<file path="src/nsc_pkg.sv">
// package: register indices, field positions and reset values of the status/control bank
// ==========================================================================
// How it works
// - receive frame completion sets receive-done flag
// - transmit completion sets transmit-done flag, mask 9
// - init block read sets init-done flag, mask 8
// - event flags write-one-clear, reset or halt clear
// - summary flag ORs unmasked flags except collision, read only
// - interrupt output needs master enable and summary
// - master enable follows written bit, halt clears
// - poll demand kicks ring; dropped when transmit off
// - poll demand write-one-set, cleared by descriptor fetch
// - halt stops activity and wins simultaneous writes
// - halt set by write or reset, cleared by run/init
// - run enables traffic; init completes before run
// - init request starts block read, stays set
// - run and init write-one-set, halt clears them
// - low address write also loads low shadow
// - high address holds bits 23:16, loads shadow
// - address registers writable only halted or suspended
// - mask bits block flags, reset clears masks
// - underflow stops transmit unless continue bit set
// - index port selects register for data port
package nsc_pkg;
   // ==========================================================================
   // widths and register indices
   localparam int          NSC_DATA_W     = 16;
   localparam int          NSC_IDX_W      = 7;
   localparam logic [6:0]  NSC_IDX_CTRL   = 7'h00;  // controller_status_control
   localparam logic [6:0]  NSC_IDX_ADR_LO = 7'h01;  // init_block_addr_low
   localparam logic [6:0]  NSC_IDX_ADR_HI = 7'h02;  // init_block_addr_high
   localparam logic [6:0]  NSC_IDX_MASK   = 7'h03;  // interrupt_mask_deferral
   localparam logic [6:0]  NSC_IDX_SHD_LO = 7'h10;  // low address shadow
   localparam logic [6:0]  NSC_IDX_SHD_HI = 7'h11;  // high address shadow
   // ==========================================================================
   // control register bit positions
   localparam int NSC_B_INIT = 0;
   localparam int NSC_B_RUN  = 1;
   localparam int NSC_B_HALT = 2;
   localparam int NSC_B_POLL = 3;
   localparam int NSC_B_TX_ACTIVE = 4;
   localparam int NSC_B_RX_ACTIVE = 5;
   localparam int NSC_B_IRQ_MASTER_ENABLE = 6;
   localparam int NSC_B_IRQ_SUMMARY_FLAG = 7;
   localparam int NSC_B_INIT_DONE_FLAG = 8;
   localparam int NSC_B_TX_DONE_FLAG = 9;
   localparam int NSC_B_RX_DONE_FLAG = 10;
   localparam int NSC_B_ERR  = 15;
   localparam int NSC_B_UFC  = 6;                   // underflow_continue in mask reg
   // ==========================================================================
   // field groups and reset values
   localparam logic [15:0] NSC_W1C_BITS  = 16'h7F00;  // event flags 14..8
   localparam logic [15:0] NSC_IRQ_SRC   = 16'h5F00;  // flags able to interrupt
   localparam logic [15:0] NSC_ERR_SRC   = 16'h7800;  // flags feeding error bit
   localparam logic [15:0] NSC_MASK_BITS = 16'h5F40;  // writable mask-reg bits
   localparam logic [15:0] NSC_HI_BITS   = 16'h00FF;  // address bits 23:16
   localparam logic [15:0] NSC_LO_BITS   = 16'hFFFF;  // address bits 15:0
   localparam logic [15:0] NSC_MASK_RST  = 16'h0000;
   localparam logic [15:0] NSC_ZERO16    = 16'h0000;
   localparam logic [6:0]  NSC_IDX_RST   = 7'h00;
   // ==========================================================================
   // carriers
   typedef struct packed {
      logic        idx_wr;    // write index port
      logic        data_wr;   // write data port
      logic        data_rd;   // read data port
      logic [15:0] wdata;     // write data
   } nsc_bus_req_t;
   typedef struct packed {
      logic rx_frame_done;    // last rx descriptor handed back
      logic tx_frame_done;    // last tx descriptor handed back
      logic init_read_done;   // init block read finished
      logic tx_desc_fetch;    // buffer manager fetched tx descriptor
      logic tx_underflow;     // transmit underflow
      logic babble;           // babble error
      logic coll_err;         // collision error
      logic missed;           // missed frame
      logic mem_err;          // memory error
   } nsc_evt_t;
   typedef enum logic [1:0] {
      NSC_ST_STOP  = 2'b00,   // halted
      NSC_ST_INIT  = 2'b01,   // reading init block
      NSC_ST_READY = 2'b10,   // initialized, not running
      NSC_ST_RUN   = 2'b11    // running
   } nsc_state_t;
endpackage : nsc_pkg

</file>
<file path="src/nsc_status_control_regs.sv">
// module: status/control register bank with index/data port access
`timescale 1ns/100ps
module nsc_status_control_regs (
   input  wire logic                 clk,              // 200 MHz core clock
   input  wire logic                 rst_n,            // async reset, active low
   input  wire nsc_pkg::nsc_bus_req_t bus,             // index/data port request
   output logic [15:0]               rdata,            // data port read value
   input  wire nsc_pkg::nsc_evt_t    evt,              // buffer manager / mac events
   input  wire logic                 rx_disable,       // mode register receive off
   input  wire logic                 tx_disable,       // mode register transmit off
   input  wire logic                 suspend_bit,      // suspend state
   input  wire logic                 reset_reg_rd,     // read of reset register
   output logic                      irq,              // interrupt request, high
   output logic                      init_fetch_start, // pulse: read init block
   output logic                      run_enable,       // traffic and buffers enabled
   output logic                      rx_active,        // receive function on
   output logic                      tx_active,        // transmit function on
   output logic                      tx_ring_access,   // pulse: poll tx ring now
   output logic                      tx_resync,        // pulse: skip to next frame
   output logic [23:0]               init_block_pointer // init block address
);
   // ==========================================================================
   // state
   logic [6:0]          idx_reg, idx_next;          // selected register
   logic [15:0]         flag_reg, flag_next;        // sticky event flags
   logic [15:0]         mask_reg, mask_next;        // masks and underflow bit
   logic                halt_reg, halt_next;        // halt bit
   logic                run_reg, run_next;          // run request
   logic                init_reg, init_next;        // init request
   logic                irq_master_enable_reg, irq_master_enable_next;        // master enable
   logic                poll_reg, poll_next;        // transmit poll demand
   logic                rx_active_reg, rx_active_next;        // receive active
   logic                tx_active_reg, tx_active_next;        // transmit active
   logic                irq_summary_flag_reg, irq_summary_flag_next;        // summary flag
   logic                irq_reg, irq_next;          // interrupt output
   logic                fetch_reg, fetch_next;      // init fetch start pulse
   logic                kick_reg, kick_next;        // ring access pulse
   logic                resync_reg, resync_next;    // underflow resync pulse
   logic                run_en_reg, run_en_next;    // running state, output copy
   logic [15:0]         rdata_reg, rdata_next;      // read data
   logic [15:0]         adr_lo_reg, adr_lo_next;    // address low
   logic [15:0]         adr_hi_reg, adr_hi_next;    // address high
   logic [15:0]         shd_lo_reg, shd_lo_next;    // low shadow
   logic [15:0]         shd_hi_reg, shd_hi_next;    // high shadow
   nsc_pkg::nsc_state_t st_reg, st_next;            // sequencing state
   // ==========================================================================
   // decoded strobes
   logic        ctrl_wr;    // data write to control register
   logic        halt_wr;    // halt written as one
   logic        init_wr;    // init written, halt not
   logic        run_wr;     // run written, halt not
   logic        adr_open;   // address registers accessible
   logic [15:0] evt_vec;    // events in flag positions
   logic [15:0] clr_vec;    // software clear bits
   logic [15:0] ctrl_view;  // control register read image

   always_comb begin
      ctrl_wr  = bus.data_wr && (idx_reg == nsc_pkg::NSC_IDX_CTRL);
      halt_wr  = ctrl_wr && bus.wdata[nsc_pkg::NSC_B_HALT];
      init_wr  = ctrl_wr && bus.wdata[nsc_pkg::NSC_B_INIT] && !halt_wr;
      run_wr   = ctrl_wr && bus.wdata[nsc_pkg::NSC_B_RUN] && !halt_wr;
      adr_open = halt_reg || suspend_bit;
      evt_vec  = {1'b0, evt.babble, evt.coll_err, evt.missed, evt.mem_err,
                  evt.rx_frame_done, evt.tx_frame_done, evt.init_read_done, 8'h00};
      clr_vec  = ctrl_wr ? (bus.wdata & nsc_pkg::NSC_W1C_BITS) : nsc_pkg::NSC_ZERO16;
   end

   // ==========================================================================
   // run/halt sequencing and run-control bits
   always_comb begin
      st_next   = st_reg;
      halt_next = halt_reg;
      run_next  = run_reg;
      init_next = init_reg;
      fetch_next = 1'b0;
      if (halt_wr) begin                              // halt overrides run and init
         st_next   = nsc_pkg::NSC_ST_STOP;
         halt_next = 1'b1;
         run_next  = 1'b0;
         init_next = 1'b0;
      end else begin
         if (run_wr || init_wr) begin
            halt_next = 1'b0;
         end
         if (run_wr) begin
            run_next = 1'b1;
         end
         if (init_wr) begin
            init_next  = 1'b1;                        // stays set after fetch
            fetch_next = 1'b1;
            st_next    = nsc_pkg::NSC_ST_INIT;        // init first when both written
         end else begin
            unique case (st_reg)
               nsc_pkg::NSC_ST_INIT: begin
                  // run waits here until the block is in
                  if (evt.init_read_done) begin
                     st_next = (run_reg || run_wr) ? nsc_pkg::NSC_ST_RUN
                                                   : nsc_pkg::NSC_ST_READY;
                  end
               end
               nsc_pkg::NSC_ST_STOP, nsc_pkg::NSC_ST_READY: begin
                  if (run_wr) begin
                     st_next = nsc_pkg::NSC_ST_RUN;
                  end
               end
               nsc_pkg::NSC_ST_RUN: st_next = nsc_pkg::NSC_ST_RUN;
            endcase
         end
      end
      run_en_next = (st_next == nsc_pkg::NSC_ST_RUN);  // flop copy keeps output glitch free
   end

   // ==========================================================================
   // active bits, poll demand, underflow handling
   always_comb begin
      rx_active_next   = rx_active_reg;
      tx_active_next   = tx_active_reg;
      resync_next = 1'b0;
      if (halt_wr) begin
         rx_active_next = 1'b0;
         tx_active_next = 1'b0;
      end else if (st_next == nsc_pkg::NSC_ST_RUN && st_reg != nsc_pkg::NSC_ST_RUN) begin
         rx_active_next = !rx_disable;
         tx_active_next = !tx_disable;
      end else if (evt.tx_underflow && tx_active_reg) begin
         if (mask_reg[nsc_pkg::NSC_B_UFC]) begin
            resync_next = 1'b1;
         end else begin
            tx_active_next = 1'b0;
         end
      end
      // demand dropped while transmit is off, so no ring access follows
      poll_next = (poll_reg || (ctrl_wr && bus.wdata[nsc_pkg::NSC_B_POLL]))
                  && !evt.tx_desc_fetch && tx_active_reg && !halt_wr;
      // kick the ring once per demand edge; the manager answers with a fetch
      kick_next = poll_next && !poll_reg;
   end

   // ==========================================================================
   // event flags, masks, summary and interrupt
   always_comb begin
      // set beats clear; halt clears every flag, so a halt-cycle event is dropped
      flag_next = (evt_vec | (flag_reg & ~clr_vec)) & nsc_pkg::NSC_W1C_BITS;
      if (halt_wr) begin
         flag_next = nsc_pkg::NSC_ZERO16;
      end
      mask_next = mask_reg;
      if (bus.data_wr && idx_reg == nsc_pkg::NSC_IDX_MASK) begin
         mask_next = bus.wdata & nsc_pkg::NSC_MASK_BITS;
      end
      if (reset_reg_rd) begin
         mask_next[nsc_pkg::NSC_B_UFC] = 1'b0;
      end
      irq_master_enable_next = irq_master_enable_reg;
      if (halt_wr) begin
         irq_master_enable_next = 1'b0;
      end else if (ctrl_wr) begin
         irq_master_enable_next = bus.wdata[nsc_pkg::NSC_B_IRQ_MASTER_ENABLE];
      end
      // masks gate each interrupting flag; tx and init-done use bits 9 and 8
      irq_summary_flag_next = |(flag_next & nsc_pkg::NSC_IRQ_SRC & ~mask_next);
      irq_next  = irq_master_enable_next && irq_summary_flag_next;
   end

   // ==========================================================================
   // index port, address registers, read mux
   always_comb begin
      idx_next    = bus.idx_wr ? bus.wdata[6:0] : idx_reg;
      adr_lo_next = adr_lo_reg;
      adr_hi_next = adr_hi_reg;
      shd_lo_next = shd_lo_reg;
      shd_hi_next = shd_hi_reg;
      if (bus.data_wr && adr_open && idx_reg == nsc_pkg::NSC_IDX_ADR_LO) begin
         adr_lo_next = bus.wdata & nsc_pkg::NSC_LO_BITS;
         shd_lo_next = bus.wdata & nsc_pkg::NSC_LO_BITS;
      end
      if (bus.data_wr && adr_open && idx_reg == nsc_pkg::NSC_IDX_ADR_HI) begin
         adr_hi_next = bus.wdata & nsc_pkg::NSC_HI_BITS;
         shd_hi_next = bus.wdata & nsc_pkg::NSC_HI_BITS;
      end
      ctrl_view = flag_reg;
      ctrl_view[nsc_pkg::NSC_B_ERR]  = |(flag_reg & nsc_pkg::NSC_ERR_SRC);
      ctrl_view[nsc_pkg::NSC_B_IRQ_SUMMARY_FLAG] = irq_summary_flag_reg;
      ctrl_view[nsc_pkg::NSC_B_IRQ_MASTER_ENABLE] = irq_master_enable_reg;
      ctrl_view[nsc_pkg::NSC_B_RX_ACTIVE] = rx_active_reg;
      ctrl_view[nsc_pkg::NSC_B_TX_ACTIVE] = tx_active_reg;
      ctrl_view[nsc_pkg::NSC_B_POLL] = poll_reg;
      ctrl_view[nsc_pkg::NSC_B_HALT] = halt_reg;
      ctrl_view[nsc_pkg::NSC_B_RUN]  = run_reg;
      ctrl_view[nsc_pkg::NSC_B_INIT] = init_reg;
      rdata_next = rdata_reg;
      if (bus.data_rd) begin
         unique case (idx_reg)
            nsc_pkg::NSC_IDX_CTRL:   rdata_next = ctrl_view;
            nsc_pkg::NSC_IDX_ADR_LO: rdata_next = adr_open ? adr_lo_reg : nsc_pkg::NSC_ZERO16;
            nsc_pkg::NSC_IDX_ADR_HI: rdata_next = adr_open ? adr_hi_reg : nsc_pkg::NSC_ZERO16;
            nsc_pkg::NSC_IDX_MASK:   rdata_next = mask_reg;
            nsc_pkg::NSC_IDX_SHD_LO: rdata_next = shd_lo_reg;
            nsc_pkg::NSC_IDX_SHD_HI: rdata_next = shd_hi_reg;
            default:                 rdata_next = nsc_pkg::NSC_ZERO16;  // unmapped
         endcase
      end
   end

   // ==========================================================================
   // control registers; reset puts the bank in halt
   always_ff @(posedge clk or negedge rst_n) begin
      if (!rst_n) begin
         st_reg     <= nsc_pkg::NSC_ST_STOP;
         idx_reg    <= nsc_pkg::NSC_IDX_RST;
         flag_reg   <= nsc_pkg::NSC_ZERO16;
         mask_reg   <= nsc_pkg::NSC_MASK_RST;
         halt_reg   <= 1'b1;
         run_reg    <= 1'b0;
         init_reg   <= 1'b0;
         irq_master_enable_reg   <= 1'b0;
         poll_reg   <= 1'b0;
         rx_active_reg   <= 1'b0;
         tx_active_reg   <= 1'b0;
         irq_summary_flag_reg   <= 1'b0;
         irq_reg    <= 1'b0;
         fetch_reg  <= 1'b0;
         kick_reg   <= 1'b0;
         resync_reg <= 1'b0;
         run_en_reg <= 1'b0;
         rdata_reg  <= nsc_pkg::NSC_ZERO16;
      end else begin
         st_reg     <= st_next;
         idx_reg    <= idx_next;
         flag_reg   <= flag_next;
         mask_reg   <= mask_next;
         halt_reg   <= halt_next;
         run_reg    <= run_next;
         init_reg   <= init_next;
         irq_master_enable_reg   <= irq_master_enable_next;
         poll_reg   <= poll_next;
         rx_active_reg   <= rx_active_next;
         tx_active_reg   <= tx_active_next;
         irq_summary_flag_reg   <= irq_summary_flag_next;
         irq_reg    <= irq_next;
         fetch_reg  <= fetch_next;
         kick_reg   <= kick_next;
         resync_reg <= resync_next;
         run_en_reg <= run_en_next;
         rdata_reg  <= rdata_next;
      end
   end

   // address registers keep their contents across reset, so no reset term
   always_ff @(posedge clk) begin
      adr_lo_reg <= adr_lo_next;
      adr_hi_reg <= adr_hi_next;
      shd_lo_reg <= shd_lo_next;
      shd_hi_reg <= shd_hi_next;
   end

   // ==========================================================================
   // outputs, all straight from flops
   assign rdata              = rdata_reg;
   assign irq                = irq_reg;
   assign init_fetch_start   = fetch_reg;
   assign run_enable         = run_en_reg;
   assign rx_active          = rx_active_reg;
   assign tx_active          = tx_active_reg;
   assign tx_ring_access     = kick_reg;
   assign tx_resync          = resync_reg;
   assign init_block_pointer = {adr_hi_reg[7:0], adr_lo_reg};

   // ==========================================================================
   // assertions
   property p_rx_set;
      @(posedge clk) disable iff (!rst_n)
      evt.rx_frame_done && !halt_wr |=> flag_reg[nsc_pkg::NSC_B_RX_DONE_FLAG];
   endproperty
   a_rx_set: assert property (p_rx_set) else $error("rx flag not set");

   property p_w1c;
      @(posedge clk) disable iff (!rst_n)
      ctrl_wr && bus.wdata[nsc_pkg::NSC_B_RX_DONE_FLAG] && !evt.rx_frame_done
      |=> !flag_reg[nsc_pkg::NSC_B_RX_DONE_FLAG];
   endproperty
   a_w1c: assert property (p_w1c) else $error("rx flag not cleared");

   property p_set_wins;
      @(posedge clk) disable iff (!rst_n)
      evt.tx_frame_done && ctrl_wr && bus.wdata[nsc_pkg::NSC_B_TX_DONE_FLAG] && !halt_wr
      |=> flag_reg[nsc_pkg::NSC_B_TX_DONE_FLAG];
   endproperty
   a_set_wins: assert property (p_set_wins) else $error("clear beat set");

   property p_summary;
      @(posedge clk) disable iff (!rst_n)
      irq_summary_flag_reg == |(flag_reg & nsc_pkg::NSC_IRQ_SRC & ~mask_reg);
   endproperty
   a_summary: assert property (p_summary) else $error("summary mismatch");

   property p_irq;
      @(posedge clk) disable iff (!rst_n)
      irq_reg == (irq_master_enable_reg && irq_summary_flag_reg);
   endproperty
   a_irq: assert property (p_irq) else $error("irq gating wrong");

   property p_halt_prio;
      @(posedge clk) disable iff (!rst_n)
      ctrl_wr && (bus.wdata[2:0] == 3'h7) |=> halt_reg && !run_reg && !init_reg && !rx_active_reg;
   endproperty
   a_halt_prio: assert property (p_halt_prio) else $error("halt lost priority");

   property p_init_wait;
      @(posedge clk) disable iff (!rst_n)
      st_reg == nsc_pkg::NSC_ST_INIT && !evt.init_read_done && !run_wr && !rx_active_reg && !tx_active_reg
      |=> !rx_active_reg && !tx_active_reg;
   endproperty
   a_init_wait: assert property (p_init_wait) else $error("active before init");

   property p_poll_drop;
      @(posedge clk) disable iff (!rst_n)
      !tx_active_reg |=> !poll_reg && !kick_reg;
   endproperty
   a_poll_drop: assert property (p_poll_drop) else $error("demand kept while off");

   property p_addr_lock;
      @(posedge clk) disable iff (!rst_n)
      bus.data_wr && !adr_open |=> $stable(adr_lo_reg) && $stable(adr_hi_reg);
   endproperty
   a_addr_lock: assert property (p_addr_lock) else $error("address written");

   property p_tx_underflow;
      @(posedge clk) disable iff (!rst_n)
      evt.tx_underflow && tx_active_reg && !mask_reg[nsc_pkg::NSC_B_UFC]
      && !init_wr && !run_wr && !evt.init_read_done |=> !tx_active_reg;
   endproperty
   a_tx_underflow: assert property (p_tx_underflow) else $error("underflow kept tx on");

   c_init_run: cover property (@(posedge clk) disable iff (!rst_n)
      st_reg == nsc_pkg::NSC_ST_INIT ##[1:20] st_reg == nsc_pkg::NSC_ST_RUN);
   c_irq: cover property (@(posedge clk) disable iff (!rst_n) $rose(irq_reg));
   c_resync: cover property (@(posedge clk) disable iff (!rst_n) resync_reg);
endmodule : nsc_status_control_regs

</file>
<file path="config.mk">
export PLATFORM = sky130hd
export DESIGN_NAME = nsc_status_control_regs
export DESIGN_NICKNAME = d
export VERILOG_FILES = /design/src/nsc_pkg.sv /design/src/nsc_status_control_regs.sv
export SDC_FILE = /design/constraint.sdc
export NUM_CORES = 1
export LEC_CHECK = 0
export BUFFER_PORTS_ARGS = -buffer_cell sky130_fd_sc_hd__buf_2
export CAP_MARGIN = 20
export CORE_MARGIN = 4
export CORE_UTILIZATION = 48
export DETAILED_ROUTE_END_ITERATION = 8
export PLACE_DENSITY = 0.78
export REMOVE_ABC_BUFFERS = 1
export SLEW_MARGIN = 20
export SYNTH_ARGS = -nofsm -noshare
export SYNTH_HDL_FRONTEND = slang
export SYNTH_SLANG_ARGS = --single-unit
</file>
<file path="constraint.sdc">
create_clock -name clk -period 3.3 [get_ports clk]
set_input_delay 0.33 -clock clk [delete_from_list [all_inputs] [get_ports clk]]
set_output_delay 0.33 -clock clk [all_outputs]
set_load 0.01 [all_outputs]
</file>
==> impl_metrics.ini, run 1 <==
[global_route]
overflow = 0
grt_most_used_layer = met2
grt_start_max_net_pins = 38
grt_pass1_vias = 2574
grt_use_total_pct = 20.4
use_met2_pct = 33.3
globalRouteMet1Util_pct = 26.5
grtUsageMet3_pct = 5.05
antenna_found_initial = 0
grt_pass1_wl_um = 13500

[die]
initial_core_util_pct = 49.2
fp-row-count = 31
core_um2 = 7250
die_w_um = 94.2
die_area_um2 = 8880
die-height_um = 94.2
boundaryPins = 81

[power_and_ir_drop]
switching_share_pct = 23.9
irDropWorstVdd_uv = 199
power_density_nw_per_um2 = 478
leakagePower_uw = 0.00188
clkPwrFrac_pct = 34.6
switching_power_uw = 487
seqPwrFrac_pct = 57.2
p_int_uw = 1550
combPwrFrac_pct = 8.2

[synth]
synth_edf_count = 24
yosys.area.top_type = dfrtp_1
yosysTopAreaCellShare_pct = 42.1
netlist_instances = 283
yosys_warnings = 0
synth-main-ff-cell = dfrtp_1
async_flop_share_pct = 71.8
yosysUniqueCellTypes = 51
seq_area_frac_synth_pct = 63.0
synthTopCellsByArea = dfrtp_1 42%, edfxtp_1 20%, mux2_2 2.8%
syn_avg_cell_area_um2 = 12.6
ys_seq_elements = 85
post_synth_instance_area_um2 = 3570

[clocking]
clock_sinks = 85
clk_path_buf_depth = 2
cts_tree = built
cts_hold_buf = 0
cts-root-buf = clkbuf_8
clkSlewWorstSetupHoldPaths_ps = 80
post_cts_resized = 0
h-tree-depth = 3
cts_setup_buffers = 0
clock_latency_ps = 350
cts_buffers = 9

[worst_setup_path]
critPathLaunchType = flip-flop
cp.arrival_ps = 2560
worst-endpoint-required_ps = 3280
worstSetupPathType = reg -> reg
critPathLaunch = idx_reg[4]
cp-end-kind = flip-flop
r2r_start = idx_reg[4]
reg2regPathDepth = 3
crit_path_max_fanout = 9

[drt]
viasPerCell = 5.54
firstDrtPassIters = 7
drc = 0
routedWlPerCell_um = 18.1
dr.first_iter.drc_count = 203
finalWirelength_um = 8520
vias = 2602
antenna_left = 0

[placement]
numPortBuffers = 80
routabilityCongestion = 0.900
dp.cells = 455
dp_hpwl_um = 6170

[layout]
nets = 401
layout_commonest_cell = buf_2
drive_above_1_share_pct = 33.4
area_growth_pct = 19.4
layout_common_cells = 80 x buf_2, 60 x dfrtp_1, 24 x edfxtp_1
fin_cells = 470
n_antenna_cell = 0

[sta]
worst_pin_slew_ps = 855
period_needed_ps = 2580
fmax_mhz = 388
final-setup-viol-count = 0
rsz0062_at_grt = no
setup_tns_ps = 0
drv_slew = 0
slew_headroom_pct = 43.0
skew_ps = 7.33
period_share_pct = 78.1
finalHoldViolCount = 0

[run]
max_cap_violations = 0

[run_status]
outcome = finished clean

[worst_hold_path]
hp-class = in -> async
==> power groups by stage <==
stage	Clock, uW	Combinational (uW)	Sequential (uW)
after global placement	0	161	1180
after floorplan	0	87.5	1180
after detailed placement	0	167	1190
after CTS	723	168	1170
final	706	166	1170
after global routing	769	183	1170
==> cell usage after synthesis, types with 2 or more instances <==
master    count
clkbuf_1      4
nor2_1       19
nand2b_1      3
inv_1        19
dfrtp_1      60
nor2b_1       4
buf_4         3
edfxtp_1     24
buf_2         5
and3_1        2
a22o_1        7
nor3_1        3
mux2i_1       2
nor4_1        2
a21oi_1       9
a41oi_1       4
a221oi_1      7
o21ai_0       4
mux2_2        9
nor4b_4       2
nand3_1      12
nor4_2        2
a222oi_1      8
nand2_1      18
o22ai_1      15
and2_1       11
==> per-layer routing <==
metal / wire length (um) / vias up / share of wire [%]
met2: 4340 / 82 / 51
li1: - / 1214 / -
met1: 3530 / 1291 / 41
met4: 132 / 0 / 1.5
met3: 515 / 15 / 6.0
met5: 0 / - / 0
==> cells by family (layout without fill, tap and decap cells) <==
kind of cell,count (synthesis),after routing,share of synthesized area (%)
AND/OR/NAND/NOR,89,89,14.8
flip-flops,85,85,63.0
AO/OA/AOI/OAI,64,64,14.2
buffers and inverters,33,121,4.17
multiplexers,12,12,3.82
==> stage by stage <==
stage          hold WS [ps]  total power, uW  setup slack (ps)  cell area, um^2  util, %
3_5_place_dp            471             1350               669             4070     56.1
5_1_grt                 130             2120               602             4260     58.8
3_3_place_gp            464             1350               815             4070     56.1
6_report               82.4             2040               723             4260     58.8
4_1_cts                 108             2060               651             4260     58.8
2_1_floorplan          34.4             1270              97.7             3490        -
==> worst paths after layout <==
check                                 endpoint  slack, ps
worst max-delay path             shd_hi_reg[6]        720
worst min-delay path                 rdata[15]         80
worst max register to register   shd_hi_reg[6]        720
worst min register to register  tx_ring_access        480
max in group asynchronous             halt_reg       2320
min in group clk                   mask_reg[6]        150
==> worst max-delay path, stage by stage, from the launching register on <==
cell	delay, ps
dfrtp_1	520
or4b_4	590
or4_4	500
nor2_1	580
==> area by class of cell <==
| type | count | area, um^2 |
|---|---|---|
| clock buffer | 10 | 138 |
| clock inverter | 5 | 51.3 |
| fill | 621 | 2990 |
| inverter | 19 | 71.3 |
| multi-input combinational | 165 | 1180 |
| sequential | 85 | 2250 |
| tap | 99 | 124 |
| timing repair buffer | 87 | 453 |
No activity file was read; power rests on OpenSTA's default activity.
==> inputs of run 2 (changes only) <==
==> constraint.sdc (replaced) <==
create_clock -name clk -period 2.32 [get_ports clk]
set_input_delay 0.232 -clock clk [delete_from_list [all_inputs] [get_ports clk]]
set_output_delay 0.232 -clock clk [all_outputs]
set_load 0.01 [all_outputs]
==> run 2 against run 1 <==
  * Sequential power increased by 41%
  * Final area increased by 2.8%
  * Sequential cell count unchanged
  * Global-route usage increased by 0.93 points
  * Clock skew increased by 0.55 ps
  * Critical path type unchanged
==> impl_metrics.ini, run 2 (same netlist as run 1, synthesis figures left out) <==
[clocking]
clock_sinks = 85
cts_buffers = 9
clk_path_buf_depth = 2
clkSlewWorstSetupHoldPaths_ps = 90
h-tree-depth = 3
cts_tree = built
cts-root-buf = clkbuf_8
clock_latency_ps = 350

[worst_setup_path]
reg2regPathDepth = 4
worstSetupPathType = reg -> reg
cp.arrival_ps = 2220
critPathLaunchType = flip-flop
rrSetupSlack_ps = 150
cp-end-kind = flip-flop
r2r_start = idx_reg[5]
worst-endpoint-required_ps = 2370
crit_path_max_fanout = 9
critPathLaunch = idx_reg[5]
endpoint = shd_lo_reg[6]
r2r_end = shd_lo_reg[6]

[die]
die_area_um2 = 8880
initial_core_util_pct = 49.2
die-height_um = 94.2
die_w_um = 94.2
boundaryPins = 81
fp-row-count = 31
core_um2 = 7250

[layout]
layout_commonest_cell = buf_2
area_growth_pct = 22.7
layout_common_cells = 80 x buf_2, 60 x dfrtp_1, 24 x edfxtp_1
multi_input_area_um2 = 1180
fin_area_um2 = 4380
regArea_um2 = 2250
nets = 411
final_util_pct = 60.4
drive_above_1_share_pct = 35.6
n_antenna_cell = 0
fill_cells = 593

[placement]
dp_hpwl_um = 6520
placed_area_um2 = 4140
numPortBuffers = 80
routabilityCongestion = 0.912

[global_route]
grt_pass1_wl_um = 14200
grt_pass1_vias = 2730
grt_start_max_net_pins = 26
antenna_found_initial = 0
grt_use_total_pct = 21.3
overflow = 0

[drt]
drc = 0
routedWlPerCell_um = 18.8
vias = 2699
dr.first_iter.drc_count = 216
firstDrtPassIters = 7
viasPerCell = 5.61
antenna_left = 0
finalWirelength_um = 9040

[sta]
hold-worst-slack_ps = 28.3
final-setup-viol-count = 0
worst_pin_slew_ps = 499
drv_slew = 0
fmax_mhz = 460
slew_headroom_pct = 66.5
finalHoldViolCount = 0
rsz0062_at_grt = no
period_share_pct = 93.6
period_needed_ps = 2170
skew_ps = 7.89
setup_tns_ps = 0

[power_and_ir_drop]
power_density_nw_per_um2 = 706
irDropWorstVdd_uv = 429
leakagePower_uw = 0.00194

[run]
max_cap_violations = 0

[worst_hold_path]
hold_path.startpoint = reset_reg_rd
hp-class = in -> reg
holdPathStages = 2

[run_status]
outcome = finished clean
[run 2: cell count changes in the layout (fill, tap and decap cells not counted), sizes merged]
cell	change
buf	+9
bufinv	+1
clkbuf	-1
clkinv	-3
clkinvlp	+1
dlygate4sd3	+1
inv	+3
[run 2: metal layers]
metal,part of all wire (%),vias up,global-route usage [%]
li1,-,1241,-
met1,42,1351,27.8
met2,51,100,36.6
met3,6.0,7,4.17
met4,0.77,0,4.93
met5,0,-,0
[run 2: metrics by stage]
stage	instances	setup slack, ps	total power [uW]
after floorplan	269	-882	1800
after global placement	464	201	1930
after detailed placement	464	164	1940
after CTS	481	147	3110
after global routing	481	96.1	3220
final	481	148	3090
[run 2: worst max-delay path, stage by stage, from the launching register on]
cell	delay, ps
dfrtp_1	390
or4b_4	550
or4_4	500
nor3b_2	210
buf_4	230
[run 2: what timing repair did]
item | CTS | global route
buffers inserted | 0 | 0
endpoints found under the hold margin | 16 | 0
hold buffers | 1 | 0
gates resized for setup | 0 | 0
[run 2: how the worst min path moves through the flow]
stage,to
5_1_grt,mask_reg[6]
4_1_cts,mask_reg[6]
6_report,mask_reg[6]
3_3_place_gp,rdata[15]
3_5_place_dp,rdata[1]
2_1_floorplan,flag_reg[10]
[run 2: final cells by class]
cell class,instances,area share [%]
well taps,99,2.83
inverters,19,1.63
clock buffers,9,2.83
clock inverters,7,2.40
multi-input cells,165,26.9
flip-flops and latches,85,51.3
repair buffers,97,12.1
[run 2: power by group]
group / total (uW) / switching (uW) / internal (uW) / leakage [uW]
Sequential: 1650 / 56.1 / 1590 / 0.00100
Clock: 1180 / 552 / 623 / 0.000112
Combinational: 265 / 154 / 111 / 0.000827
==> inputs of run 3 (changes only) <==
--- a/config.mk
+++ b/config.mk
@@ -10,6 +10,7 @@
 export CORE_MARGIN = 4
 export CORE_UTILIZATION = 48
 export DETAILED_ROUTE_END_ITERATION = 8
+export MAX_ROUTING_LAYER = met4
 export PLACE_DENSITY = 0.78
 export REMOVE_ABC_BUFFERS = 1
 export SLEW_MARGIN = 20
==> run 3 against run 2 <==
  * First-iteration DRC count down 6.5%
  * Clock power shrank 21%
  * Register-to-register slack barely moved
  * Routed wire length is 2.3% lower
  * Power decreased by 8.1%
  * Final cell count is the same
  * Core utilization down 0.60 points
  * Setup slack gained 8.3 ps
  * Largest power group unchanged
  * Count of clock-buffer cells in the layout stayed put
==> impl_metrics.ini, run 3 (same netlist as run 1, synthesis figures left out) <==
[drt]
dr.first_iter.drc_count = 202
finalWirelength_um = 8830
firstDrtPassIters = 4
routedWlPerCell_um = 18.4
viasPerCell = 5.62
drc = 0
vias = 2705
antenna_left = 0

[run_status]
outcome = finished clean

[clocking]
clock_sinks = 85
cts_tree = built
cts-root-buf = clkbuf_8
h-tree-depth = 3
clk_path_buf_depth = 2
cts_buffers = 9
clkSlewWorstSetupHoldPaths_ps = 80
cts_setup_buffers = 0
clock_latency_ps = 340

[sta]
rsz0062_at_grt = no
drv_slew = 0
period_needed_ps = 2160
period_share_pct = 93.2
fmax_mhz = 462
finalHoldViolCount = 0
skew_ps = 14.0
worst_pin_slew_ps = 628
slew_headroom_pct = 58.1
hold-worst-slack_ps = 42.5
final-setup-viol-count = 0

[layout]
multi_input_area_um2 = 1180
regArea_um2 = 2250
n_antenna_cell = 0
drive_above_1_share_pct = 35.6
layout_commonest_cell = buf_2
fill_cells = 631
layout_common_cells = 80 x buf_2, 60 x dfrtp_1, 24 x edfxtp_1
nets = 411
area_growth_pct = 21.5

[global_route]
grt_use_total_pct = 21.6
grt_pass1_wl_um = 14100
antenna_found_initial = 0
grt_start_max_net_pins = 37
overflow = 0
grt_pass1_vias = 2745

[worst_setup_path]
worstSetupPathType = reg -> reg
critPathLaunchType = flip-flop
crit_chain = or4b_4, or4_4, nor3b_2, buf_4
max_stage_delay_ps = 560
crit_path_max_fanout = 8
cp.arrival_ps = 2210
worst-endpoint-required_ps = 2370
cpMaxStageDelayCell = or4b_4
cp-end-kind = flip-flop

[die]
initial_core_util_pct = 49.2
die_w_um = 94.2
fp-row-count = 31
die-height_um = 94.2
core_um2 = 7250
boundaryPins = 81
die_area_um2 = 8880

[placement]
numPortBuffers = 80
routabilityCongestion = 0.916
dp_hpwl_um = 6560

[power_and_ir_drop]
power_density_nw_per_um2 = 655
power_uw = 2840
leakagePower_uw = 0.00192
irDropWorstVdd_uv = 340

[run]
max_cap_violations = 0

[worst_hold_path]
hp-class = in -> reg
## run 3: metal layers
layer,global-route usage [%],part of all wire [%],vias to the layer above
met5,-,0,-
met4,5.66,0.58,0
met3,4.49,8.2,4
met2,35.3,53,111
met1,27.7,39,1349
li1,-,-,1241
## run 3: timing repair
action | in CTS | in global routing
gates resized for setup | 0 | 0
endpoints found under the hold margin | 24 | 0
hold buffers | 1 | 0
## run 3: worst max-delay path, delay by kind of cell (launching register included)
kind / cells / cell delay, ps
buffers and inverters: 1 / 220
flip-flops: 1 / 390
AND/OR/NAND/NOR: 3 / 1250
## run 3: area by class of cell
type | instances | area share (%)
timing repair buffer | 97 | 12.5
clock inverter | 7 | 1.13
inverter | 19 | 1.65
sequential | 85 | 51.9
tap | 99 | 2.86
clock buffer | 9 | 2.86
multi-input combinational | 165 | 27.1
## run 3: per-stage QoR
stage	worst slack, ps	area, um^2	setup TNS [ps]	utilization (%)	cells
after floorplan	-882	3490	-14120	-	269
after global placement	216	4150	0	57.3	464
after detailed placement	160	4150	0	57.3	464
after CTS	152	4340	0	59.8	481
after global routing	94.4	4340	0	59.8	481
final	157	4340	0	59.8	481
## run 3: worst paths after layout
path | startpoint | endpoint | slack (ps) | cells past startpoint
max | idx_reg[5] | shd_lo_reg[1] | 160 | 4
min | reset_reg_rd | mask_reg[6] | 40 | 2
max reg2reg | idx_reg[5] | shd_lo_reg[1] | 160 | 4
min reg2reg | poll_reg | tx_ring_access | 480 | 1
max in group asynchronous | rst_n | idx_reg[6] | 1280 | 3
min in group asynchronous | rst_n | rdata[13] | 430 | 2
## run 3: where the power goes
part	total (uW)	switching [uW]	internal, uW
Sequential	1650	53.9	1590
Combinational	265	152	112
Clock	929	536	393
